--- src/core/lwd_map.svh ---
// Purpose: constants for the liveness watchdog
// Assumes: 100 MHz module clock, low-power clock arrives as a strobe input
// Notes:   definitions only
`ifndef LWD_MAP_SVH
`define LWD_MAP_SVH

`define LWD_CNT_W        19
`define LWD_LP_SHORT     19'h00020
`define LWD_LP_LONG      19'h00100
`define LWD_BUS_SHORT    19'h02000
`define LWD_BUS_LONG     19'h40000
`define LWD_CNT_ZERO     19'h00000
`define LWD_CNT_ONE      19'h00001
`define LWD_RST_ENABLE   1'h1
`define LWD_RST_CLKSEL   1'h0
`define LWD_RST_TOSEL    1'h1
`define LWD_RST_PULSE_W  4
`define LWD_RST_PULSE    4'hF
`define LWD_HOLD_ZERO    4'h0
`define LWD_HOLD_ONE     4'h1
`define LWD_SYNC_W       2

`endif

--- src/core/lwd_pkg.sv ---
// Purpose: types for the liveness watchdog
// Assumes: nothing
// Notes:   constants live in lwd_map.svh
package lwd_pkg;
  typedef enum logic {LWD_CLK_LOWPOWER, LWD_CLK_BUS} lwd_clk_e;
  typedef logic [18:0] lwd_cnt_t;
endpackage

--- src/core/lwd_if.sv ---
// Purpose: carrier of the locked settings between the option store and the counter
// Assumes: single clock domain
// Notes:   driven only by lwd_opt
`timescale 1ns/1ps
`default_nettype none
interface lwd_if;
  logic enable;
  logic clk_sel;
  logic to_sel;
  logic restart;
  modport opt (output enable, output clk_sel, output to_sel, output restart);
  modport core (input enable, input clk_sel, input to_sel, input restart);
endinterface
`default_nettype wire

--- src/core/lwd_opt.sv ---
// Purpose: write-once option store for the liveness watchdog settings
// Assumes: write strobes are one-cycle pulses
// Notes:   the lock flags clear only on reset
`timescale 1ns/1ps
`default_nettype none
`include "lwd_map.svh"
module lwd_opt (
  input  wire logic i_mclk,
  input  wire logic i_rst_n,
  input  wire logic i_opt1_wr,
  input  wire logic i_opt1_enable,
  input  wire logic i_opt1_to_sel,
  input  wire logic i_opt2_wr,
  input  wire logic i_opt2_clk_sel,
  lwd_if.opt        o_cfg
);
  logic enable_r, enable_nxt;
  logic to_sel_r, to_sel_nxt;
  logic clk_sel_r, clk_sel_nxt;
  logic lock1_r, lock1_nxt;
  logic lock2_r, lock2_nxt;
  logic restart_r, restart_nxt;

  always_comb begin
    enable_nxt  = enable_r;
    to_sel_nxt  = to_sel_r;
    clk_sel_nxt = clk_sel_r;
    lock1_nxt   = lock1_r;
    lock2_nxt   = lock2_r;
    restart_nxt = 1'h0;
    if (i_opt1_wr && !lock1_r) begin
      enable_nxt  = i_opt1_enable;
      to_sel_nxt  = i_opt1_to_sel;
      lock1_nxt   = 1'h1;
      restart_nxt = 1'h1;
    end
    if (i_opt2_wr && !lock2_r) begin
      clk_sel_nxt = i_opt2_clk_sel;
      lock2_nxt   = 1'h1;
      restart_nxt = 1'h1;
    end
  end

  always_ff @(posedge i_mclk or negedge i_rst_n) begin
    if (!i_rst_n) begin
      enable_r  <= `LWD_RST_ENABLE;
      to_sel_r  <= `LWD_RST_TOSEL;
      clk_sel_r <= `LWD_RST_CLKSEL;
      lock1_r   <= 1'h0;
      lock2_r   <= 1'h0;
      restart_r <= 1'h0;
    end else begin
      enable_r  <= enable_nxt;
      to_sel_r  <= to_sel_nxt;
      clk_sel_r <= clk_sel_nxt;
      lock1_r   <= lock1_nxt;
      lock2_r   <= lock2_nxt;
      restart_r <= restart_nxt;
    end
  end

  assign o_cfg.enable  = enable_r;
  assign o_cfg.to_sel  = to_sel_r;
  assign o_cfg.clk_sel = clk_sel_r;
  assign o_cfg.restart = restart_r;
endmodule
`default_nettype wire

--- src/core/lwd_top.sv ---
// Purpose: liveness watchdog that forces a system reset when not serviced
// Assumes: i_lp_tick is a one-cycle pulse per low-power clock period, synchronous to i_mclk
// Notes:   the reset-cause flag must live in always-on logic; here it survives
//          only the block's own overflow, it is cleared by i_rst_n (power-on class)
`timescale 1ns/1ps
`default_nettype none
`include "lwd_map.svh"
module lwd_top (
  input  wire logic i_mclk,
  input  wire logic i_rst_n,
  input  wire logic i_lp_tick,
  input  wire logic i_cause_wr,
  input  wire logic i_opt1_wr,
  input  wire logic i_opt1_enable,
  input  wire logic i_opt1_to_sel,
  input  wire logic i_opt2_wr,
  input  wire logic i_opt2_clk_sel,
  input  wire logic i_debug_mode,
  input  wire logic i_stop_mode,
  input  wire logic i_other_reset,
  output logic      o_sys_reset,
  output logic      o_cause_watchdog,
  output logic      o_enable,
  output logic      o_clk_sel,
  output logic      o_to_sel
);
  // ****************************************
  // settings
  // ****************************************
  lwd_if cfg ();

  lwd_opt u_opt (
    .i_mclk         (i_mclk),
    .i_rst_n        (i_rst_n),
    .i_opt1_wr      (i_opt1_wr),
    .i_opt1_enable  (i_opt1_enable),
    .i_opt1_to_sel  (i_opt1_to_sel),
    .i_opt2_wr      (i_opt2_wr),
    .i_opt2_clk_sel (i_opt2_clk_sel),
    .o_cfg          (cfg)
  );

  function automatic lwd_pkg::lwd_cnt_t limit_of(input logic clk_sel, input logic to_sel);
    lwd_pkg::lwd_cnt_t lim;
    lim = `LWD_LP_LONG;
    if (clk_sel == lwd_pkg::LWD_CLK_LOWPOWER)
      lim = to_sel ? `LWD_LP_LONG : `LWD_LP_SHORT;
    else
      lim = to_sel ? `LWD_BUS_LONG : `LWD_BUS_SHORT;
    return lim;
  endfunction

  // ****************************************
  // counter state and decode
  // ****************************************
  lwd_pkg::lwd_cnt_t           cnt_r;
  lwd_pkg::lwd_cnt_t           cnt_nxt;
  logic                        stop_d_r;
  logic                        stop_d_nxt;
  logic                        step;
  logic                        stop_entry;
  logic                        ovf;
  lwd_pkg::lwd_cnt_t           limit;

  // ****************************************
  // reset pulse and cause state
  // ****************************************
  logic                        fire_r;
  logic                        fire_nxt;
  logic [`LWD_RST_PULSE_W-1:0] hold_r;
  logic [`LWD_RST_PULSE_W-1:0] hold_nxt;
  logic                        cause_r;
  logic                        cause_nxt;

  // ****************************************
  // settings mirror state
  // ****************************************
  logic                        en_r;
  logic                        en_nxt;
  logic                        clks_r;
  logic                        clks_nxt;
  logic                        tos_r;
  logic                        tos_nxt;

  // ****************************************
  // counter
  // ****************************************
  always_comb begin
    limit      = limit_of(cfg.clk_sel, cfg.to_sel);
    step       = (cfg.clk_sel == lwd_pkg::LWD_CLK_BUS) ? 1'h1 : i_lp_tick;
    stop_entry = i_stop_mode && !stop_d_r && (cfg.clk_sel == lwd_pkg::LWD_CLK_LOWPOWER);
    stop_d_nxt = i_stop_mode;
    cnt_nxt    = cnt_r;
    ovf        = 1'h0;
    if (i_cause_wr || cfg.restart) begin
      cnt_nxt = `LWD_CNT_ZERO;
    end else if (stop_entry) begin
      cnt_nxt = `LWD_CNT_ZERO;
    end else if (!cfg.enable) begin
      cnt_nxt = `LWD_CNT_ZERO;
    end else if (i_debug_mode) begin
      cnt_nxt = cnt_r;
    end else if (i_stop_mode) begin
      cnt_nxt = cnt_r;
    end else if (step) begin
      if (cnt_r + `LWD_CNT_ONE >= limit) begin
        ovf     = 1'h1;
        cnt_nxt = `LWD_CNT_ZERO;
      end else begin
        cnt_nxt = cnt_r + `LWD_CNT_ONE;
      end
    end
  end

  always_ff @(posedge i_mclk or negedge i_rst_n) begin
    if (!i_rst_n) begin
      cnt_r    <= `LWD_CNT_ZERO;
      stop_d_r <= 1'h0;
    end else begin
      cnt_r    <= cnt_nxt;
      stop_d_r <= stop_d_nxt;
    end
  end

  // ****************************************
  // reset pulse
  // ****************************************
  // stretched so that a slow system reset path still catches it
  always_comb begin
    hold_nxt = hold_r;
    if (ovf) begin
      hold_nxt = `LWD_RST_PULSE;
    end else if (hold_r != `LWD_HOLD_ZERO) begin
      hold_nxt = hold_r - `LWD_HOLD_ONE;
    end
    // one overflow cycle plus fifteen hold cycles gives sixteen
    fire_nxt = ovf || (hold_r != `LWD_HOLD_ZERO);
  end

  always_ff @(posedge i_mclk or negedge i_rst_n) begin
    if (!i_rst_n) begin
      fire_r <= 1'h0;
      hold_r <= `LWD_HOLD_ZERO;
    end else begin
      fire_r <= fire_nxt;
      hold_r <= hold_nxt;
    end
  end

  // ****************************************
  // reset cause flag
  // ****************************************
  always_comb begin
    cause_nxt = cause_r;
    if (ovf) begin
      cause_nxt = 1'h1;
    end else if (i_other_reset) begin
      cause_nxt = 1'h0;
    end
  end

  always_ff @(posedge i_mclk or negedge i_rst_n) begin
    if (!i_rst_n) begin
      cause_r <= 1'h0;
    end else begin
      cause_r <= cause_nxt;
    end
  end

  // ****************************************
  // settings mirror
  // ****************************************
  always_comb begin
    en_nxt   = cfg.enable;
    clks_nxt = cfg.clk_sel;
    tos_nxt  = cfg.to_sel;
  end

  always_ff @(posedge i_mclk or negedge i_rst_n) begin
    if (!i_rst_n) begin
      en_r   <= `LWD_RST_ENABLE;
      clks_r <= `LWD_RST_CLKSEL;
      tos_r  <= `LWD_RST_TOSEL;
    end else begin
      en_r   <= en_nxt;
      clks_r <= clks_nxt;
      tos_r  <= tos_nxt;
    end
  end

  // ****************************************
  // outputs
  // ****************************************
  // every output comes straight from a flip-flop
  assign o_sys_reset      = fire_r;
  assign o_cause_watchdog = cause_r;
  assign o_enable         = en_r;
  assign o_clk_sel        = clks_r;
  assign o_to_sel         = tos_r;
endmodule
`default_nettype wire

--- config.mk ---
export PLATFORM = sky130hd
export DESIGN_NAME = lwd_top
export DESIGN_NICKNAME = d
export VERILOG_FILES = /design/src/core/lwd_pkg.sv /design/src/core/lwd_if.sv /design/src/core/lwd_opt.sv /design/src/core/lwd_top.sv
export VERILOG_INCLUDE_DIRS = /design/src /design/src/core
export SDC_FILE = /design/constraint.sdc
export NUM_CORES = 1
export LEC_CHECK = 0
export ABC_AREA = 1
export BUFFER_PORTS_ARGS = -buffer_cell sky130_fd_sc_hd__buf_2
export CAP_MARGIN = 20
export CELL_PAD_IN_SITES_DETAIL_PLACEMENT = 1
export CELL_PAD_IN_SITES_GLOBAL_PLACEMENT = 1
export CORE_ASPECT_RATIO = 0.7
export CORE_UTILIZATION = 35
export CTS_CLUSTER_DIAMETER = 120
export DETAILED_ROUTE_END_ITERATION = 16
export HOLD_SLACK_MARGIN = 0.1
export PLACE_DENSITY_LB_ADDON = 0.15
export SLEW_MARGIN = 20
export SYNTH_ARGS = -nofsm -noshare
export SYNTH_HDL_FRONTEND = slang
export SYNTH_SLANG_ARGS = --single-unit
--- constraint.sdc ---
create_clock -name i_mclk -period 7.2 [get_ports i_mclk]
set_input_delay 0 -clock i_mclk [delete_from_list [all_inputs] [get_ports i_mclk]]
set_output_delay 0 -clock i_mclk [all_outputs]
set_load 0.1 [all_outputs]
==> results of run 1 <==
area by class of cell:
class	count	area share
sequential	35	0.353
multi-input combinational	222	0.429
clock inverter	3	0.0176
tap	75	0.0376
clock buffer	5	0.0276
inverter	34	0.0512
timing repair buffer	29	0.0843
metal layers:
metal	vias up	GRT usage	routed length, um
li1	975	-	-
met1	890	0.279	2960
met2	23	0.295	2420
met3	9	0.0377	133
met4	0	0.0511	82
met5	-	0	0
cells by family (layout without fill, tap and decap cells):
| group | count (synthesis) | after routing | synth area share |
|---|---|---|---|
| AOI/OAI and AO/OA | 15 | 15 | 0.0369 |
| xor gates and xnor gates | 9 | 9 | 0.0375 |
| adders and majority gates | 7 | 7 | 0.0417 |
| buffers and inverters | 38 | 71 | 0.0715 |
| DFF | 35 | 35 | 0.419 |
| muxes | 1 | 1 | 0.00536 |
| and+or+nand+nor | 190 | 190 | 0.388 |
report_power, final:
part | switching [mW] | total [mW] | internal, mW | leakage, nW
sequential | 0.000985 | 0.198 | 0.197 | 0.451
clock | 0.0801 | 0.183 | 0.103 | 0.0581
combinational | 0.0106 | 0.0169 | 0.00635 | 0.760
synthesized netlist by cell type (all sizes together):
cell type,count
nor3,2
inv,33
dfrtp,31
a21oi,10
clkinv,1
dfstp,4
nor2,38
nand3b,2
buf,1
nand3,16
o21bai,1
and3,2
clkbuf,3
nor3b,1
and2,1
nand2,119
nand4,6
xor2,8
nor4,1
ha,7
xnor2,1
or2,2
mux2,1
o21ai,4
timing repair:
action | CTS | global route
hold endpoints to repair | 39 | 0
setup buffers | 0 | 0
hold buffers | 13 | 0
stage by stage:
| step | hold WS, ps | util |
|---|---|---|
| after CTS | 295 | 0.433 |
| after global routing | 336 | 0.433 |
| final | 285 | 0.433 |
| after detailed placement | 139 | 0.391 |
| after floorplan | -296 | - |
| after global placement | 141 | 0.391 |
how the worst max path moves through the flow:
stage / endpoint / slack, ps / cells past startpoint
2_1_floorplan: cnt_r[5] / 4840 / 19
3_3_place_gp: hold_r[3] / 4560 / 17
3_5_place_dp: hold_r[3] / 4440 / 17
4_1_cts: hold_r[3] / 4360 / 17
5_1_grt: hold_r[3] / 4140 / 17
6_report: hold_r[3] / 4400 / 17
tightest hold or removal path, stage by stage:
cell and delay [ps]:
buf_2 80, nor3_1 60, nand2_1 60, nor2_1 50, nand3_1 220, nand2_1 70
==> impl_metrics.json, run 1 <==
{
  "n_fill_cell": 759,
  "period_needed_ps": 2800,
  "setup_viol": 0,
  "clockBufferDepth": 2,
  "grt_start_max_net_pins": 36,
  "max_slew.worst_pin.slew_ps": 813,
  "fin_skew_ps": 8.28,
  "synth_seq_cells": 35,
  "ys_top_cells_by_area": "dfrtp_1 (37%), nand2_1 (21%), nor2_1 (6.1%), inv_1 (5.5%), dfstp_2 (5.0%)",
  "cp.arrival_ps": 2960,
  "vdd_ir_drop_max_v": 0.0000911,
  "cts.repair.resized": 0,
  "place_inst": 382,
  "cts_made_buffers": 5,
  "syn_area_um2": 2100,
  "final-instance-count-excl-fill": 403,
  "yosysTopAreaCellShare": 0.369,
  "power.total_mw": 0.399,
  "nets": 346,
  "powerDensity_nw_per_um2": 160,
  "postSynthNetCount": 314,
  "reg2reg_depth": 17,
  "cp_cell_sequence": "ha_1 > nand2_2 > nor2_4 > nand2_1 > inv_2 > nand3_1 > xor2_1 > inv_1 > ha_1 > nor2_1 > nand3_1 > nor2_1 > nand2_1 > nor2_2 > nand2_2 > nand3_1 > nand2_1",
  "antenna_found_initial": 0,
  "start_util": 0.365,
  "wl_per_cell_um": 13.9,
  "ys_seq_area_frac": 0.419,
  "crit_path_end_kind": "flip-flop",
  "layout_commonest_cell": "nand2_1",
  "drc_errors": 0,
  "multiInputGateArea_um2": 1070,
  "cts_max_level": 2,
  "grtUsageTotal": 0.194,
  "regMostFlops": "cnt_r",
  "n_antenna_cell": 0,
  "slew_viol_final": 0,
  "min_to": "o_cause_watchdog",
  "syn_area_per_cell_um2": 7.12,
  "coreArea_um2": 5760,
  "critical_path.top_delay_family": "simple AND/OR/NAND/NOR gates",
  "chipHeight_um": 66.8,
  "slowest_stage": "dfrtp_1",
  "cp.required_ps": 7360,
  "synth_cell_types": 30,
  "finalWorstSetupSlack_ps": 4400,
  "status": "finished, final reports clean",
  "hp-class": "primary input to flip-flop",
  "start_kind": "flip-flop",
  "rows": 23,
  "layout_common_cells": "nand2_1 (116), nor2_1 (34), inv_1 (31), dfrtp_1 (31), buf_2 (16)",
  "num_vias": 1897,
  "synth_top_area_cell": "dfrtp_1",
  "syn_to_final_growth_pct": 18.8,
  "postRouteAntennaNets": 0,
  "die-width_um": 94.6,
  "finalHoldViolations": 0,
  "cts-root-buf": "clkbuf_8",
  "r2r_start": "cnt_r[0]",
  "rsz0062_at_grt": "false",
  "slowest_delay_ps": 430,
  "cp_max_fo": 6,
  "cts_tree": "done",
  "stdcell_area_um2": 2490,
  "clk_latency_ps": 290,
  "hold_start": "i_cause_wr",
  "rrSetupSlack_ps": 4400,
  "grt_pass1_vias": 1896,
  "synth_warnings": 0,
  "detailed_place_hpwl_um": 3850,
  "drive_gt1_frac": 0.125,
  "relSlewSlack": 0.458,
  "top_regs": "cnt_r (19), hold_r (4)",
  "cp.buffers_inverters": 2,
  "grt_pass1_wl_um": 9230,
  "port_buffers": 16,
  "cts.clk_slew.worst_paths_ps": 80,
  "clock_sinks": 35,
  "p_leak_nw": 1.27,
  "placed_area_um2": 2250,
  "fin_crit_sh": 0.389,
  "largest_reg_flops": 19,
  "fmaxAchievable_mhz": 357,
  "ios": 17,
  "place_ws_ps": 4440,
  "place_congestion": 0.728,
  "overflow": 0,
  "critPathKind": "flip-flop to flip-flop",
  "totalNegativeSetupSlack_ps": 0,
  "syn_inst": 295,
  "routed_wirelength_um": 5600,
  "firstDrtPassIters": 4,
  "crit_start": "cnt_r[0]",
  "max_cap_violations": 0,
  "via_per_inst": 4.71,
  "regArea_um2": 881,
  "drtIter0Drc": 64,
  "die-area_um2": 6320,
  "reg2reg_to": "hold_r[3]",
  "holdPathStages": 6
}
Note: power is estimated with default switching activity, not from simulation.
==> inputs of run 2 (changes only) <==
Settings changed: ABC_AREA 1 to 0.
Clock period 7.2 ns to 2.8 ns, I/O delays scaled along.
==> run 2 against run 1 <==
Against the previous run: utilization increased by 11 points; register-to-register slack got worse by 4500 ps; sequential cell count unchanged; setup slack got worse by 4500 ps; die area increased by 4.2%; the run now ends with negative setup slack left.
==> impl_metrics.json, run 2 <==
{
  "status": "finished, violations left",
  "violations": "negative setup slack",
  "synthArstFlopShare": 1.00,
  "drive_gt1_frac": 0.448,
  "ys_top_cells_by_area": "dfrtp_1 (35%), nand2_1 (6.0%), dfstp_2 (4.8%), ha_1 (4.0%), o211ai_2 (4.0%)",
  "grt_pass1_wl_um": 11600,
  "drc_errors": 0,
  "rsz0062_at_grt": "true",
  "postSynthNetCount": 255,
  "wl_per_cell_um": 18.5,
  "ios": 17,
  "p_int_mw": 0.903,
  "fmaxAchievable_mhz": 340,
  "powerDensity_nw_per_um2": 436,
  "place_ws_ps": -129,
  "routed_wirelength_um": 7270,
  "cts_max_level": 2,
  "grtUsageTotal": 0.245,
  "cts_tree": "done",
  "switching_power_mw": 0.501,
  "max_cap_violations": 0,
  "largest_reg_flops": 19,
  "max_slew.worst_pin.slew_ps": 844,
  "regMostFlops": "cnt_r",
  "yosysTopAreaCellShare": 0.354,
  "syn_to_final_growth_pct": 46.9,
  "synthMostInstantiatedCell": "nand2_1",
  "grt_start_max_net_pins": 36,
  "cp.arrival_ps": 3130,
  "clockPowerShare": 0.270,
  "antenna_found_initial": 0,
  "num_vias": 2132,
  "hp-class": "primary input to flip-flop",
  "chipHeight_um": 68.2,
  "p_leak_nw": 1.39,
  "cts.clk_slew.worst_paths_ps": 80,
  "synth_warnings": 0,
  "place_congestion": 0.795,
  "n_antenna_cell": 0,
  "grt_pass1_vias": 2249,
  "stdcell_area_um2": 3220,
  "cp.required_ps": 2990,
  "endpoint": "cnt_r[9]",
  "crit_path_end_kind": "flip-flop",
  "relSlewSlack": 0.433,
  "nets": 335,
  "postRouteAntennaNets": 0,
  "syn_area_um2": 2190,
  "setup_viol": 20,
  "crit_start": "cnt_r[1]",
  "overflow": 0,
  "clockBufferDepth": 2,
  "top_regs": "cnt_r (19), hold_r (4)",
  "r2r_start": "cnt_r[1]",
  "p_seq_frac": 0.416,
  "detailed_place_hpwl_um": 4810,
  "critPathKind": "flip-flop to flip-flop",
  "period_needed_ps": 2940,
  "rows": 23,
  "port_buffers": 16,
  "syn_area_per_cell_um2": 9.29,
  "syn_inst": 236,
  "via_per_inst": 5.44,
  "finalHoldViolations": 0,
  "synth_top_area_cell": "dfrtp_1",
  "reg2reg_depth": 12,
  "die-area_um2": 6590,
  "fin_skew_ps": 7.34,
  "reg2reg_to": "cnt_r[9]",
  "vdd_ir_drop_max_v": 0.000280,
  "placed_area_um2": 2680,
  "synth_seq_cells": 35,
  "ys_top_cells_by_count": "nand2_1 (35), dfrtp_1 (31), nor2_1 (21)",
  "drtIter0Drc": 83,
  "coreArea_um2": 5870,
  "layout_common_cells": "buf_4 (49), nand2_1 (34), dfrtp_1 (31)",
  "cts_made_buffers": 5,
  "cts-root-buf": "clkbuf_8",
  "clock_sinks": 35,
  "cp_max_fo": 5,
  "fin_crit_sh": 1.05,
  "die-width_um": 96.6,
  "ys_seq_area_frac": 0.402,
  "start_kind": "flip-flop",
  "clk_latency_ps": 290,
  "switching_share": 0.357,
  "p_comb_frac": 0.314,
  "layout_commonest_cell": "buf_4",
  "start_util": 0.373,
  "synth_edf_count": 0,
  "yosys_most_used_dff": "dfrtp_1",
  "synth_cell_types": 48,
  "finalWorstSetupSlack_ps": -139,
  "rrSetupSlack_ps": -140,
  "firstDrtPassIters": 4,
  "slew_viol_final": 0
}
-- run 2: cell type report --
cell class	instances	area, um2
Sequential cell	35	881
Inverter	7	26.3
Multi-Input combinational cell	182	1450
Clock buffer	5	68.8
Timing Repair Buffer	85	676
Fill cell	656	2650
Clock inverter	3	20.0
Tap cell	75	93.8
-- run 2: logic make-up (layout without fill, tap and decap cells) --
kind of cell / count (synthesis) / in the layout / synth area share
buf+inv: 20 / 100 / 0.0428
simple gates: 122 / 123 / 0.293
fa+ha+maj: 7 / 7 / 0.0400
mux: 6 / 6 / 0.0291
compound gates: 36 / 36 / 0.153
xor+xnor: 10 / 10 / 0.0400
flops: 35 / 35 / 0.402
-- run 2: through the flow --
step           utilization  TNS [ps]  cells  hold WS [ps]  power, mW
2_1_floorplan            -         0    236          -296      0.841
4_1_cts              0.517      -820    386           136       1.35
5_1_grt              0.548     -4560    392           175       1.47
3_5_place_dp         0.456     -1540    356           152      0.937
6_report             0.548     -1640    392           140       1.40
3_3_place_gp         0.456         0    356           142      0.928
-- run 2: worst min path at each step --
stage	start	to	slack, ps	depth (start not counted)
6_report	i_debug_mode	cnt_r[16]	140	4
5_1_grt	i_debug_mode	cnt_r[16]	170	4
4_1_cts	i_debug_mode	cnt_r[16]	140	4
3_5_place_dp	i_rst_n	hold_r[2]	150	1
3_3_place_gp	i_rst_n	hold_r[2]	140	1
2_1_floorplan	i_rst_n	cnt_r[0]	-300	0
-- run 2: critical path: stages, from the launching register on --
cell and delay, ps:
dfrtp_1 420, buf_4 140, and4_4 250, nand2_1 90, xor2_2 160, ha_1 310, nand4_1 110, o22ai_1 80
or4_4 440, o211ai_4 300, buf_6 160, nand3_4 120, o311ai_4 270
-- run 2: routing by layer --
| metal | track usage | share of wire | vias to the layer above |
|---|---|---|---|
| met2 | 0.401 | 0.46 | 28 |
| met3 | 0.0433 | 0.028 | 11 |
| met1 | 0.335 | 0.49 | 1070 |
| met4 | 0.0588 | 0.014 | 0 |
| li1 | - | - | 1023 |
| met5 | 0 | 0 | - |
-- run 2: power groups by stage --
stage          Sequential (mW)  Combinational (mW)  Clock, mW
3_5_place_dp             0.592               0.345          0
5_1_grt                  0.591               0.478      0.403
2_1_floorplan            0.668               0.173          0
6_report                 0.584               0.440      0.379
4_1_cts                  0.582               0.381      0.389
3_3_place_gp             0.591               0.337          0
-- run 2: what timing repair did --
action,in CTS,in global routing
hold endpoints to repair,38,0
pin swaps,17,11
cloned,1,1
hold buffers,8,0
setup buffers,13,6
gates resized for setup,15,32
endpoints found under the setup margin,23,25
